### src/inc/sfel_pkg.sv
package sfel_pkg;
	// timing
	localparam int CLK_PERIOD_NS = 5;
	localparam int PROG_TIME_NS = 2000;
	localparam int ERASE_TIME_NS = 10000;
	localparam int PROG_CYCLES = PROG_TIME_NS / CLK_PERIOD_NS;
	localparam int ERASE_CYCLES = ERASE_TIME_NS / CLK_PERIOD_NS;
	localparam int OP_CNT_W = 12;
	localparam int LAT_CLKS = 4;
	// geometry
	localparam int PAGE_BYTES = 512;
	localparam int PAGE_AW = 9;
	localparam int ADDR_BITS = 24;
	localparam int AXI_AW = 8;
	// serial instructions
	localparam logic [7:0] OP_WRR = 8'h01;
	localparam logic [7:0] OP_PP = 8'h02;
	localparam logic [7:0] OP_READ = 8'h03;
	localparam logic [7:0] OP_RDSR = 8'h05;
	localparam logic [7:0] OP_WREN = 8'h06;
	localparam logic [7:0] OP_CLSR = 8'h30;
	localparam logic [7:0] OP_RDCR = 8'h35;
	localparam logic [7:0] OP_OTPP = 8'h42;
	localparam logic [7:0] OP_DUAL_READ = 8'hBB;
	localparam logic [7:0] OP_SE = 8'hD8;
	localparam logic [7:0] OP_QUAD_READ = 8'hEB;
	localparam logic [7:0] OP_DDR_QREAD = 8'hED;
	// status1 bits
	localparam int SR_WIP = 0;
	localparam int SR_WEL = 1;
	localparam int SR_EERR = 5;
	localparam int SR_PERR = 6;
	localparam logic [7:0] SR_BP_MASK = 8'h1C;
	localparam logic [7:0] SR_WR_MASK = 8'h1C;
	// config1 bits
	localparam int CR_FREEZE = 0;
	localparam int CR_QUAD = 1;
	localparam int CR_PRO = 5;
	localparam int CR_FOURWIRE = 6;
	localparam logic [7:0] CRNV_WR_MASK = 8'h2C;
	localparam logic [7:0] CRNV_LOCK_MASK = 8'h2C;
	localparam logic [7:0] CRV_WR_MASK = 8'h43;
	localparam logic [7:0] CRV_LOCK_MASK = 8'h01;
	// reset values
	localparam logic [7:0] STATUS1_NONVOLATILE_RST = 8'h00;
	localparam logic [7:0] STATUS1_VOLATILE_RST = 8'h00;
	localparam logic [7:0] CONFIG1_NONVOLATILE_RST = 8'h00;
	localparam logic [7:0] CONFIG1_VOLATILE_RST = 8'h00;
	// register map
	localparam logic [AXI_AW-1:0] REG_FLASH_STATUS = 8'h00;
	localparam logic [AXI_AW-1:0] REG_IRQ_STATUS = 8'h04;
	localparam logic [AXI_AW-1:0] REG_IRQ_CLEAR = 8'h08;
	localparam logic [AXI_AW-1:0] REG_IRQ_ENABLE = 8'h0C;
	localparam logic [AXI_AW-1:0] REG_CONTROL = 8'h10;
	localparam int IRQ_OP_DONE = 0;
	localparam int IRQ_PERR = 1;
	localparam int IRQ_EERR = 2;
	localparam int IRQ_CMD_END = 3;
	localparam logic [1:0] RESP_OKAY = 2'h0;
	localparam logic [1:0] RESP_SLVERR = 2'h2;
	// {io_in, cs_n, sck}
	localparam logic [5:0] PIN_SYNC_RST = 6'h02;
	typedef enum logic [6:0] {
		PH_IDLE = 7'h01,
		PH_INSTR = 7'h02,
		PH_ADDR = 7'h04,
		PH_LAT = 7'h08,
		PH_DIN = 7'h10,
		PH_DOUT = 7'h20,
		PH_SKIP = 7'h40
	} sfel_phase_type;
endpackage : sfel_pkg

### src/verilog/sfel_flash_ctrl.sv
// Notes on behaviour
// - A failed or protected program or erase is abandoned and sets its error flag plus write_in_progress.
// - Error flags and write_in_progress stay set until the clear-status command returns to standby.
// - With the freeze bit set, block-protection bits 4..2 of both status1 copies cannot change.
// - With freeze set, parameter_sector_placement and protect_range_origin are locked.
// - With freeze set, protect_bits_persistence_select is locked and one-time-program writes are refused.
// - Up to 512 bytes are taken into the page buffer and programmed as one operation.
// - Double-data-rate quad reads move address and read data on both serial clock edges.
// - The link runs one, two or four data lines wide.
// - A command is everything exchanged while chip select stays low.
`timescale 1ns/1ps
`default_nettype none
module sfel_flash_ctrl import sfel_pkg::*; (
	input wire logic aclk,
	input wire logic aresetn,
	input wire logic sck,
	input wire logic cs_n,
	input wire logic [3:0] io_in,
	output logic [3:0] io_out,
	output logic [3:0] io_oe_n,
	output logic irq,
	input wire logic s_axi_awvalid,
	output logic s_axi_awready,
	input wire logic [AXI_AW-1:0] s_axi_awaddr,
	input wire logic s_axi_wvalid,
	output logic s_axi_wready,
	input wire logic [31:0] s_axi_wdata,
	input wire logic [3:0] s_axi_wstrb,
	output logic s_axi_bvalid,
	input wire logic s_axi_bready,
	output logic [1:0] s_axi_bresp,
	input wire logic s_axi_arvalid,
	output logic s_axi_arready,
	input wire logic [AXI_AW-1:0] s_axi_araddr,
	output logic s_axi_rvalid,
	input wire logic s_axi_rready,
	output logic [31:0] s_axi_rdata,
	output logic [1:0] s_axi_rresp
);
	typedef struct packed {
		sfel_phase_type phase;
		logic [7:0] opcode;
		logic [23:0] sh;
		logic [23:0] addr;
		logic [4:0] cnt;
		logic [9:0] nbytes;
		logic [8:0] bidx;
		logic [7:0] dout;
		logic armed;
		logic sck_q;
		logic cs_q;
		logic [7:0] status1_volatile;
		logic [7:0] status1_nonvolatile;
		logic [7:0] config1_volatile;
		logic [7:0] config1_nonvolatile;
		logic op_busy;
		logic [OP_CNT_W-1:0] op_cnt;
		logic fail_next;
		logic [3:0] io_out;
		logic [3:0] io_oe_n;
		logic [3:0] irq_stat;
		logic [3:0] irq_en;
		logic irq;
		logic aw_held;
		logic [AXI_AW-1:0] awaddr;
		logic w_held;
		logic [31:0] wdata;
		logic [3:0] wstrb;
		logic awready;
		logic wready;
		logic bvalid;
		logic [1:0] bresp;
		logic arready;
		logic rvalid;
		logic [31:0] rdata;
		logic [1:0] rresp;
	} sfel_core_state_type;

	sfel_core_state_type r;
	sfel_core_state_type n;
	logic [5:0] pins_s;
	logic sck_s;
	logic cs_s;
	logic [3:0] io_s;
	logic rise, fall, samp, drv, ddr, fw, frz, bad;
	logic [2:0] w;
	logic [4:0] cnt_n;
	logic [7:0] src, val;
	logic [3:0] ev, clr;
	logic buf_we;
	logic [7:0] buf_wdata;
	logic [7:0] buf_rdata;

	function automatic logic [2:0] lanes(input logic [7:0] op, input sfel_phase_type ph,
		input logic four);
		if (four) return 3'd4;
		if (ph == PH_INSTR) return 3'd1;
		if (op == OP_DUAL_READ) return 3'd2;
		if (op == OP_QUAD_READ || op == OP_DDR_QREAD) return 3'd4;
		return 3'd1;
	endfunction : lanes

	function automatic logic [23:0] shin(input logic [23:0] v, input logic [3:0] d,
		input logic [2:0] wd);
		case (wd)
			3'd4: return {v[19:0], d};
			3'd2: return {v[21:0], d[1:0]};
			default: return {v[22:0], d[0]};
		endcase
	endfunction : shin

	function automatic logic [7:0] merge(input logic [7:0] old, input logic [7:0] nw,
		input logic [7:0] m);
		return (old & ~m) | (nw & m);
	endfunction : merge

	// for nonzero bp, region of 2^(17+bp) bytes at the top, or bottom when origin is set
	function automatic logic prot(input logic [23:0] a, input logic [2:0] bp, input logic org);
		logic [23:0] m;
		m = 24'hFFFFFF << (5'd17 + 5'(bp));
		if (bp == 3'd0) return 1'b0;
		return org ? ((a & m) == 24'h000000) : ((a & m) == m);
	endfunction : prot

	sfel_sync #(.W(6), .RST(PIN_SYNC_RST)) u_sync (
		.aclk(aclk),
		.aresetn(aresetn),
		.d({io_in, cs_n, sck}),
		.q(pins_s)
	);

	sfel_page_buf #(.DEPTH(PAGE_BYTES), .AW(PAGE_AW)) u_buf (
		.aclk(aclk),
		.aresetn(aresetn),
		.we(buf_we),
		.waddr(r.bidx),
		.wdata(buf_wdata),
		.raddr(r.bidx),
		.rdata(buf_rdata)
	);

	assign sck_s = pins_s[0];
	assign cs_s = pins_s[1];
	assign io_s = pins_s[5:2];

	always_comb begin
		n = r;
		ev = 4'h0;
		clr = 4'h0;
		buf_we = 1'b0;
		buf_wdata = 8'h00;
		bad = 1'b0;
		src = 8'h00;
		val = 8'h00;
		fw = r.config1_volatile[CR_FOURWIRE];
		frz = r.config1_volatile[CR_FREEZE];
		w = lanes(r.opcode, r.phase, fw);
		ddr = (r.opcode == OP_DDR_QREAD);
		rise = sck_s & ~r.sck_q;
		fall = ~sck_s & r.sck_q;
		samp = rise | (ddr & fall & (r.phase == PH_ADDR));
		drv = (r.phase == PH_DOUT) & (fall | (ddr & rise));
		cnt_n = r.cnt + 5'(w);
		n.sck_q = sck_s;
		n.cs_q = cs_s;

		if (samp) begin
			n.sh = shin(r.sh, io_s, w);
			case (r.phase)
				PH_INSTR: begin
					n.cnt = cnt_n;
					if (cnt_n == 5'd8) begin
						n.cnt = 5'd0;
						n.opcode = n.sh[7:0];
						n.phase = PH_SKIP;
						if (r.status1_volatile[SR_WIP] && n.sh[7:0] != OP_RDSR && n.sh[7:0] != OP_RDCR &&
							n.sh[7:0] != OP_CLSR) begin
							n.phase = PH_SKIP;
						end else begin
							case (n.sh[7:0])
								OP_RDSR, OP_RDCR: n.phase = PH_DOUT;
								OP_WREN: n.status1_volatile[SR_WEL] = 1'b1;
								OP_CLSR: begin
									n.status1_volatile[SR_PERR] = 1'b0;
									n.status1_volatile[SR_EERR] = 1'b0;
									if (r.status1_volatile[SR_PERR] | r.status1_volatile[SR_EERR]) begin
										n.status1_volatile[SR_WIP] = 1'b0;
									end
								end
								OP_WRR: if (r.status1_volatile[SR_WEL]) n.phase = PH_DIN;
								OP_PP, OP_OTPP, OP_SE: if (r.status1_volatile[SR_WEL]) n.phase = PH_ADDR;
								OP_READ, OP_DUAL_READ: n.phase = PH_ADDR;
								OP_QUAD_READ, OP_DDR_QREAD: begin
									if (r.config1_volatile[CR_QUAD] | fw) n.phase = PH_ADDR;
								end
								default: n.phase = PH_SKIP;
							endcase
						end
					end
				end
				PH_ADDR: begin
					n.cnt = cnt_n;
					if (cnt_n == 5'(ADDR_BITS)) begin
						n.cnt = 5'd0;
						n.addr = n.sh;
						n.bidx = n.sh[8:0];
						case (r.opcode)
							OP_PP, OP_OTPP: n.phase = PH_DIN;
							OP_SE: begin
								n.armed = 1'b1;
								n.phase = PH_SKIP;
							end
							OP_READ: n.phase = PH_DOUT;
							default: n.phase = PH_LAT;
						endcase
					end
				end
				PH_LAT: begin
					n.cnt = r.cnt + 5'd1;
					if (r.cnt + 5'd1 == 5'(LAT_CLKS)) begin
						n.cnt = 5'd0;
						n.phase = PH_DOUT;
					end
				end
				PH_DIN: begin
					n.cnt = cnt_n;
					if (cnt_n == 5'd8) begin
						n.cnt = 5'd0;
						n.armed = 1'b1;
						if (r.opcode == OP_WRR) begin
							n.nbytes = r.nbytes + 10'd1;
							if (r.nbytes == 10'd0) begin
								n.status1_nonvolatile = merge(r.status1_nonvolatile, n.sh[7:0], frz ? 8'h00 : SR_WR_MASK);
								n.status1_volatile = merge(r.status1_volatile, n.sh[7:0], frz ? 8'h00 : SR_WR_MASK);
							end else if (r.nbytes == 10'd1) begin
								n.config1_nonvolatile = merge(r.config1_nonvolatile, n.sh[7:0],
									frz ? (CRNV_WR_MASK & ~CRNV_LOCK_MASK) : CRNV_WR_MASK);
								n.config1_volatile = merge(r.config1_volatile, n.sh[7:0],
									frz ? (CRV_WR_MASK & ~CRV_LOCK_MASK) : CRV_WR_MASK);
							end
						end else if (r.nbytes < 10'(PAGE_BYTES)) begin
							buf_we = 1'b1;
							buf_wdata = n.sh[7:0];
							n.bidx = r.bidx + 9'd1;
							n.nbytes = r.nbytes + 10'd1;
						end
					end
				end
				default: ;
			endcase
		end

		if (drv) begin
			case (r.opcode)
				OP_RDSR: src = r.status1_volatile;
				OP_RDCR: src = r.config1_volatile;
				default: src = buf_rdata;
			endcase
			val = (r.cnt == 5'd0) ? src : r.dout;
			if (r.cnt == 5'd0 && r.opcode != OP_RDSR && r.opcode != OP_RDCR) begin
				n.bidx = r.bidx + 9'd1;
			end
			n.dout = val << w;
			n.cnt = (cnt_n == 5'd8) ? 5'd0 : cnt_n;
			case (w)
				3'd4: begin
					n.io_out = val[7:4];
					n.io_oe_n = 4'h0;
				end
				3'd2: begin
					n.io_out = {2'b00, val[7:6]};
					n.io_oe_n = 4'hC;
				end
				default: begin
					n.io_out = {2'b00, val[7], 1'b0};
					n.io_oe_n = 4'hD;
				end
			endcase
		end

		if (r.op_busy) begin
			if (r.op_cnt == OP_CNT_W'(1)) begin
				n.op_busy = 1'b0;
				n.status1_volatile[SR_WIP] = 1'b0;
				ev[IRQ_OP_DONE] = 1'b1;
			end else begin
				n.op_cnt = r.op_cnt - OP_CNT_W'(1);
			end
		end

		// chip select rising ends the command
		if (cs_s & ~r.cs_q) begin
			if (r.armed) begin
				n.status1_volatile[SR_WEL] = 1'b0;
				if (r.opcode == OP_OTPP) begin
					bad = r.fail_next | frz;
				end else begin
					bad = r.fail_next | prot(r.addr, r.status1_volatile[4:2], r.config1_nonvolatile[CR_PRO]);
				end
				if (r.opcode != OP_WRR) begin
					n.status1_volatile[SR_WIP] = 1'b1;
					n.fail_next = 1'b0;
					if (bad && r.opcode == OP_SE) begin
						n.status1_volatile[SR_EERR] = 1'b1;
						ev[IRQ_EERR] = 1'b1;
					end else if (bad) begin
						n.status1_volatile[SR_PERR] = 1'b1;
						ev[IRQ_PERR] = 1'b1;
					end else begin
						n.op_busy = 1'b1;
						n.op_cnt = (r.opcode == OP_SE) ? OP_CNT_W'(ERASE_CYCLES) :
							OP_CNT_W'(PROG_CYCLES);
					end
				end
			end
			n.phase = PH_IDLE;
			n.armed = 1'b0;
			n.io_out = 4'h0;
			n.io_oe_n = 4'hF;
			ev[IRQ_CMD_END] = 1'b1;
		end else if (~cs_s & r.cs_q) begin
			n.phase = PH_INSTR;
			n.cnt = 5'd0;
			n.nbytes = 10'd0;
			n.armed = 1'b0;
		end

		// register bus
		if (r.awready & s_axi_awvalid) begin
			n.aw_held = 1'b1;
			n.awaddr = s_axi_awaddr;
		end
		if (r.wready & s_axi_wvalid) begin
			n.w_held = 1'b1;
			n.wdata = s_axi_wdata;
			n.wstrb = s_axi_wstrb;
		end
		if (r.bvalid & s_axi_bready) begin
			n.bvalid = 1'b0;
		end
		if (r.aw_held & r.w_held & ~r.bvalid) begin
			n.aw_held = 1'b0;
			n.w_held = 1'b0;
			n.bvalid = 1'b1;
			n.bresp = RESP_OKAY;
			if (r.awaddr == REG_IRQ_CLEAR) begin
				if (r.wstrb[0]) clr = r.wdata[3:0];
			end else if (r.awaddr == REG_IRQ_ENABLE) begin
				if (r.wstrb[0]) n.irq_en = r.wdata[3:0];
			end else if (r.awaddr == REG_CONTROL) begin
				if (r.wstrb[0]) n.fail_next = r.wdata[0];
			end else begin
				n.bresp = RESP_SLVERR;
			end
		end
		n.awready = ~n.aw_held & ~n.bvalid;
		n.wready = ~n.w_held & ~n.bvalid;

		if (r.rvalid & s_axi_rready) begin
			n.rvalid = 1'b0;
		end
		if (r.arready & s_axi_arvalid) begin
			n.rvalid = 1'b1;
			n.rresp = RESP_OKAY;
			n.rdata = 32'h00000000;
			if (s_axi_araddr == REG_FLASH_STATUS) begin
				n.rdata = {r.config1_nonvolatile, r.config1_volatile, r.status1_nonvolatile, r.status1_volatile};
			end else if (s_axi_araddr == REG_IRQ_STATUS) begin
				n.rdata = {28'h0000000, r.irq_stat};
			end else if (s_axi_araddr == REG_IRQ_CLEAR) begin
				n.rdata = 32'h00000000;
			end else if (s_axi_araddr == REG_IRQ_ENABLE) begin
				n.rdata = {28'h0000000, r.irq_en};
			end else if (s_axi_araddr == REG_CONTROL) begin
				n.rdata = {30'h00000000, r.op_busy, r.fail_next};
			end else begin
				n.rresp = RESP_SLVERR;
			end
		end
		n.arready = ~n.rvalid;

		// set wins over clear
		n.irq_stat = (r.irq_stat & ~clr) | ev;
		n.irq = |(n.irq_stat & n.irq_en);
	end

	always_ff @(posedge aclk) begin
		if (!aresetn) begin
			r <= '0;
			r.phase <= PH_IDLE;
			r.cs_q <= 1'b1;
			r.io_oe_n <= 4'hF;
			r.status1_volatile <= STATUS1_VOLATILE_RST;
			r.status1_nonvolatile <= STATUS1_NONVOLATILE_RST;
			r.config1_volatile <= CONFIG1_VOLATILE_RST;
			r.config1_nonvolatile <= CONFIG1_NONVOLATILE_RST;
		end else begin
			r <= n;
		end
	end

	assign io_out = r.io_out;
	assign io_oe_n = r.io_oe_n;
	assign irq = r.irq;
	assign s_axi_awready = r.awready;
	assign s_axi_wready = r.wready;
	assign s_axi_bvalid = r.bvalid;
	assign s_axi_bresp = r.bresp;
	assign s_axi_arready = r.arready;
	assign s_axi_rvalid = r.rvalid;
	assign s_axi_rdata = r.rdata;
	assign s_axi_rresp = r.rresp;
endmodule : sfel_flash_ctrl
`default_nettype wire

### src/verilog/sfel_page_buf.sv
`timescale 1ns/1ps
`default_nettype none
module sfel_page_buf #(
	parameter int DEPTH = 512,
	parameter int AW = 9
) (
	input wire logic aclk,
	input wire logic aresetn,
	input wire logic we,
	input wire logic [AW-1:0] waddr,
	input wire logic [7:0] wdata,
	input wire logic [AW-1:0] raddr,
	output logic [7:0] rdata
);
	typedef struct packed {
		logic [7:0] rdata;
	} sfel_buf_type;
	sfel_buf_type r;
	sfel_buf_type n;
	logic [7:0] mem [DEPTH];

	always_comb begin
		n = r;
		n.rdata = mem[raddr];
	end

	always_ff @(posedge aclk) begin
		if (we) begin
			mem[waddr] <= wdata;
		end
		if (!aresetn) begin
			r <= '0;
		end else begin
			r <= n;
		end
	end

	assign rdata = r.rdata;
endmodule : sfel_page_buf
`default_nettype wire

### src/verilog/sfel_sync.sv
`timescale 1ns/1ps
`default_nettype none
module sfel_sync #(
	parameter int W = 6,
	parameter logic [W-1:0] RST = '0
) (
	input wire logic aclk,
	input wire logic aresetn,
	input wire logic [W-1:0] d,
	output logic [W-1:0] q
);
	typedef struct packed {
		logic [W-1:0] s1;
		logic [W-1:0] s2;
		logic [W-1:0] s3;
		logic [W-1:0] q;
	} sfel_sync_type;
	sfel_sync_type r;
	sfel_sync_type n;
	logic [W-1:0] agree;

	always_comb begin
		n = r;
		n.s1 = d;
		n.s2 = r.s1;
		n.s3 = r.s2;
		// a bit moves only when stages two and three agree
		agree = ~(r.s2 ^ r.s3);
		n.q = (agree & r.s3) | (~agree & r.q);
	end

	always_ff @(posedge aclk) begin
		if (!aresetn) begin
			r <= {RST, RST, RST, RST};
		end else begin
			r <= n;
		end
	end

	assign q = r.q;
endmodule : sfel_sync
`default_nettype wire
### config.mk
export PLATFORM = sky130hd
export DESIGN_NAME = sfel_flash_ctrl
export DESIGN_NICKNAME = d
export VERILOG_FILES = /design/src/inc/sfel_pkg.sv /design/src/verilog/sfel_flash_ctrl.sv /design/src/verilog/sfel_page_buf.sv /design/src/verilog/sfel_sync.sv
export SDC_FILE = /design/constraint.sdc
export NUM_CORES = 2
export LEC_CHECK = 0
export BUFFER_PORTS_ARGS = -buffer_cell sky130_fd_sc_hd__buf_4
export CAP_MARGIN = 20
export CORE_ASPECT_RATIO = 1.75
export CORE_MARGIN = 2
export CORE_UTILIZATION = 45
export CTS_CLUSTER_SIZE = 10
export DETAILED_ROUTE_END_ITERATION = 8
export PLACE_DENSITY_LB_ADDON = 0.08
export SYNTH_ARGS = -nofsm -noshare
export SYNTH_HDL_FRONTEND = slang
export SYNTH_SLANG_ARGS = --single-unit
export TNS_END_PERCENT = 50
### constraint.sdc
create_clock -name aclk -period 28.9 [get_ports aclk]
set_clock_uncertainty 0.2 [all_clocks]
set_input_delay 2.89 -clock aclk [delete_from_list [all_inputs] [get_ports aclk]]
set_output_delay 2.89 -clock aclk [all_outputs]
set_load 0.1 [all_outputs]
==> metrics.txt <==
Slew Limit Fails=0; die width=465 um; worst slew pin tran=1.39 ns; Mapped Cells=7864; HP Class=flip-flop to flip-flop; EDFF count, synth=4096; dpl ws=19.78 ns; clock-pin slew on the worst setup and hold paths=0.06 ns; Tcrit/Tclk final=a little under a third; critical path class=flip-flop to flip-flop; setup TNS=0 ns; Rel. slew slack=under 10%; P_int=9.66 mW; H-tree depth=5; most used cell, CP=buf_4; hold_buf cts=0; DP HPWL=between 200000 and 300000 um; Via density=6.06; maximum vdd drop=47.6 uV; Bufs on Longest Clock Path=4; GRT overflow=0; CP endpoint kind=flip-flop; Max Clock Freq=111 MHz; Sw Share=19.2%; cell chain of the critical path=nor2_1, nand4_1, a21oi_2, inv_2, nor2_1, ha_1, fa_1, a21o_1, nand2_1, xor2_1, nand4_4, or4_4, nor2_4, buf_4, buf_4, buf_4, buf_4; post_cts resized=0; P&R area growth vs syn=11.3%; largest area contributor in the netlist=edfxtp_1; All-Layer GR Usage=24.3%; crit-path max FO=90; Synth cell types=85; CTS Root Cell=clkbuf_16; xor/xnor share of the synthesized area=less than 1%; io pins=115; critical hold path startpoint=u_sync.n[13]; ys flop type=edfxtp_1; Finish-stage setup viols=0; post-synthesis sequential area ratio=75.8%; leakage power=43.9 nW; ys async rst share=0%; final weighted congestion in routability-driven placement=0.855; Final Hold Fails=0; Cell Area, Synth=approximately 170000 um2; CTS buffer count=between 400 and 500; Routed WL=~460000 um; clock period minus worst slack=9.04 ns; Die Ht=811 um; Slowest-stage cell, CP=buf_4; R2R depth=17; IO Port Bufs=65; vias in the first global route=84300; Comb pwr share=0.3%; Synth Area in Adders=0.154%; Clk network pwr share=43.6%; Compound-Gate Fraction of Synth Area=1.79%; post-synthesis mux area share=17.5%; Psw=2.30 mW; Power Dens Cells=64.2 nW/um2; slowest stage delay, CP=0.92 ns; Total Die Area=between 300000 and 400000 um2; row count=roughly 300; most common cell after layout, fill and taps aside=edfxtp_1; Seq pwr share=roughly 56%; initial antenna violation count=16; flop-to-flop setup slack=approximately 20 ns; simple-gate portion of the synthesized area=3.23%; core area=371000 um2; most frequent cells in the layout=edfxtp_1, mux4_2, nor2_1; main combinational cell family by area after synthesis=multiplexers; Crit path required time=29.32 ns; TritonCTS clock tree=built; synth top area cells=edfxtp_1, mux4_2, dfxtp_1; status=completed; share of the synthesized area in the top cell type=73.5%; share of layout cells above drive strength 1=approximately 26%; Final ANT Viol Nets=0; kind of start point of the critical path=flip-flop; wire per inst=roughly 35 um; router iterations before antenna repair=6; hold endpoint=u_sync.n[7]; Iteration-0 DRC Markers=7318; reg2reg end=u_buf.mem[349][3]; Critical Path AT=9.46 ns; RSZ-0062 raised after global routing=no; Final WS setup=19.86 ns; Max Cap Violations=0; synthesized area per cell=21.3 um2; register bit total from synthesis=4290; Setup Buffers After CTS=0; Initial Utilization=45.2%; Worst-Skew Late Latency=between 0.9 and 1 ns; Fillers=29500; DR vias=just under 80000; Reg2Reg Launch Point=r[243]; Syn. warnings=0; global-route wire length before repair=647000 um; clk sinks=4290; hold path depth=1; largest net degree at the start of global routing=225; Final nets=8194; DR DRC count=0
Yosys cell counts, types with 15 or more instances:
library cell	instances
edfxtp_1	4096
mux4_2	1275
nor2_1	708
clkbuf_1	224
nand2_1	196
dfxtp_1	194
buf_2	139
a21oi_1	131
a22oi_1	89
buf_1	84
nand3_1	70
o21ai_0	54
buf_4	51
nor3_1	49
mux2i_1	48
a211oi_1	38
inv_1	30
and2_1	27
nor2b_1	26
nand4_1	23
xnor2_1	20
ha_1	19
nand2b_1	19
and3_1	18
a31oi_1	16
o22ai_1	15
metrics by stage:
stage	hold WS (ns)	instance area [um2]	util, %	total power, mW	instances
finish	0.220	186000	50.2	12.0	13100
global route	0.244	186000	50.2	12.3	13100
CTS	0.227	186000	50.2	12.1	13100
detailed placement	0.209	174000	46.9	6.88	12600
global placement	0.209	174000	46.9	6.88	12500
floorplan	0.186	167000	-	6.87	7881
layout make-up:
class                   count  area [um2]  share of cell area (%)
flip-flops and latches   4290      127000                    68.1
multi-input cells        3058       38500                    20.7
clock buffers             555       12400                    6.63
well taps                4917        6150                    3.30
repair buffers            254        2130                    1.14
inverters                  33         129                  0.0692
clock inverters            10         104                  0.0557
diodes                     11        27.5                  0.0148
flip-flops by register name, indices dropped and copies added (netlist names), named ones only:
register       cells
s_axi_arready      1
s_axi_rdata       16
s_axi_bresp        1
s_axi_rresp        1
s_axi_wready       1
u_buf.mem       4096
frz                1
irq                1
io_out             4
u_buf.rdata        8
u_sync.r           6
r                123
s_axi_rvalid       1
io_oe_n            3
s_axi_awready      1
u_sync.n          12
s_axi_bvalid       1
fw                 1
worst max path at each step:
| stage | from | end | cells after the start | slack (ns) |
|---|---|---|---|---|
| after floorplan | r[234] | u_buf.mem[0][1] | 15 | 10.22 |
| after global placement | r[243] | u_buf.mem[336][3] | 17 | 20.08 |
| after detailed placement | r[243] | u_buf.mem[336][3] | 17 | 19.78 |
| after CTS | r[243] | u_buf.mem[376][3] | 17 | 19.76 |
| after global routing | r[243] | u_buf.mem[376][3] | 17 | 19.12 |
| final | r[243] | u_buf.mem[349][3] | 17 | 19.86 |
metal layers:
| metal | share of wire (%) | up-vias | global-route usage [%] |
|---|---|---|---|
| met5 | 0.016 | - | 0 |
| met4 | 4.4 | 10 | 9.46 |
| met3 | 4.8 | 683 | 3.21 |
| met2 | 54 | 2428 | 44.1 |
| met1 | 37 | 43500 | 29.2 |
| li1 | - | 33000 | - |
kinds of logic after synthesis:
logic type                 count (synthesis)
DFF                                     4290
muxes                                   1326
and+or+nand+nor                         1215
buffers and inverters                    533
AOI/OAI and AO/OA                        449
xor gates and xnor gates                  30
adders and majority gates                 20
other                                      1
critical path, delay by kind of cell, from the launching register on:
| family | cells | cell delay (ns) |
|---|---|---|
| buffers and inverters | 5 | 3.47 |
| and+or+nand+nor | 7 | 2.44 |
| AOI/OAI and AO/OA | 2 | 0.82 |
| xor gates and xnor gates | 1 | 0.61 |
| adders and majority gates | 2 | 0.46 |
| DFF | 1 | 0.37 |
power groups by stage:
| stage | Clock [mW] | Combinational (mW) | Sequential (mW) |
|---|---|---|---|
| 5_1_grt | 5.52 | 0.0390 | 6.71 |
| 4_1_cts | 5.32 | 0.0369 | 6.71 |
| 3_5_place_dp | 0 | 0.0368 | 6.84 |
| 2_1_floorplan | 0 | 0.0261 | 6.84 |
| 3_3_place_gp | 0 | 0.0366 | 6.84 |
| 6_report | 5.21 | 0.0368 | 6.71 |
(Power assumes the default switching activity.)
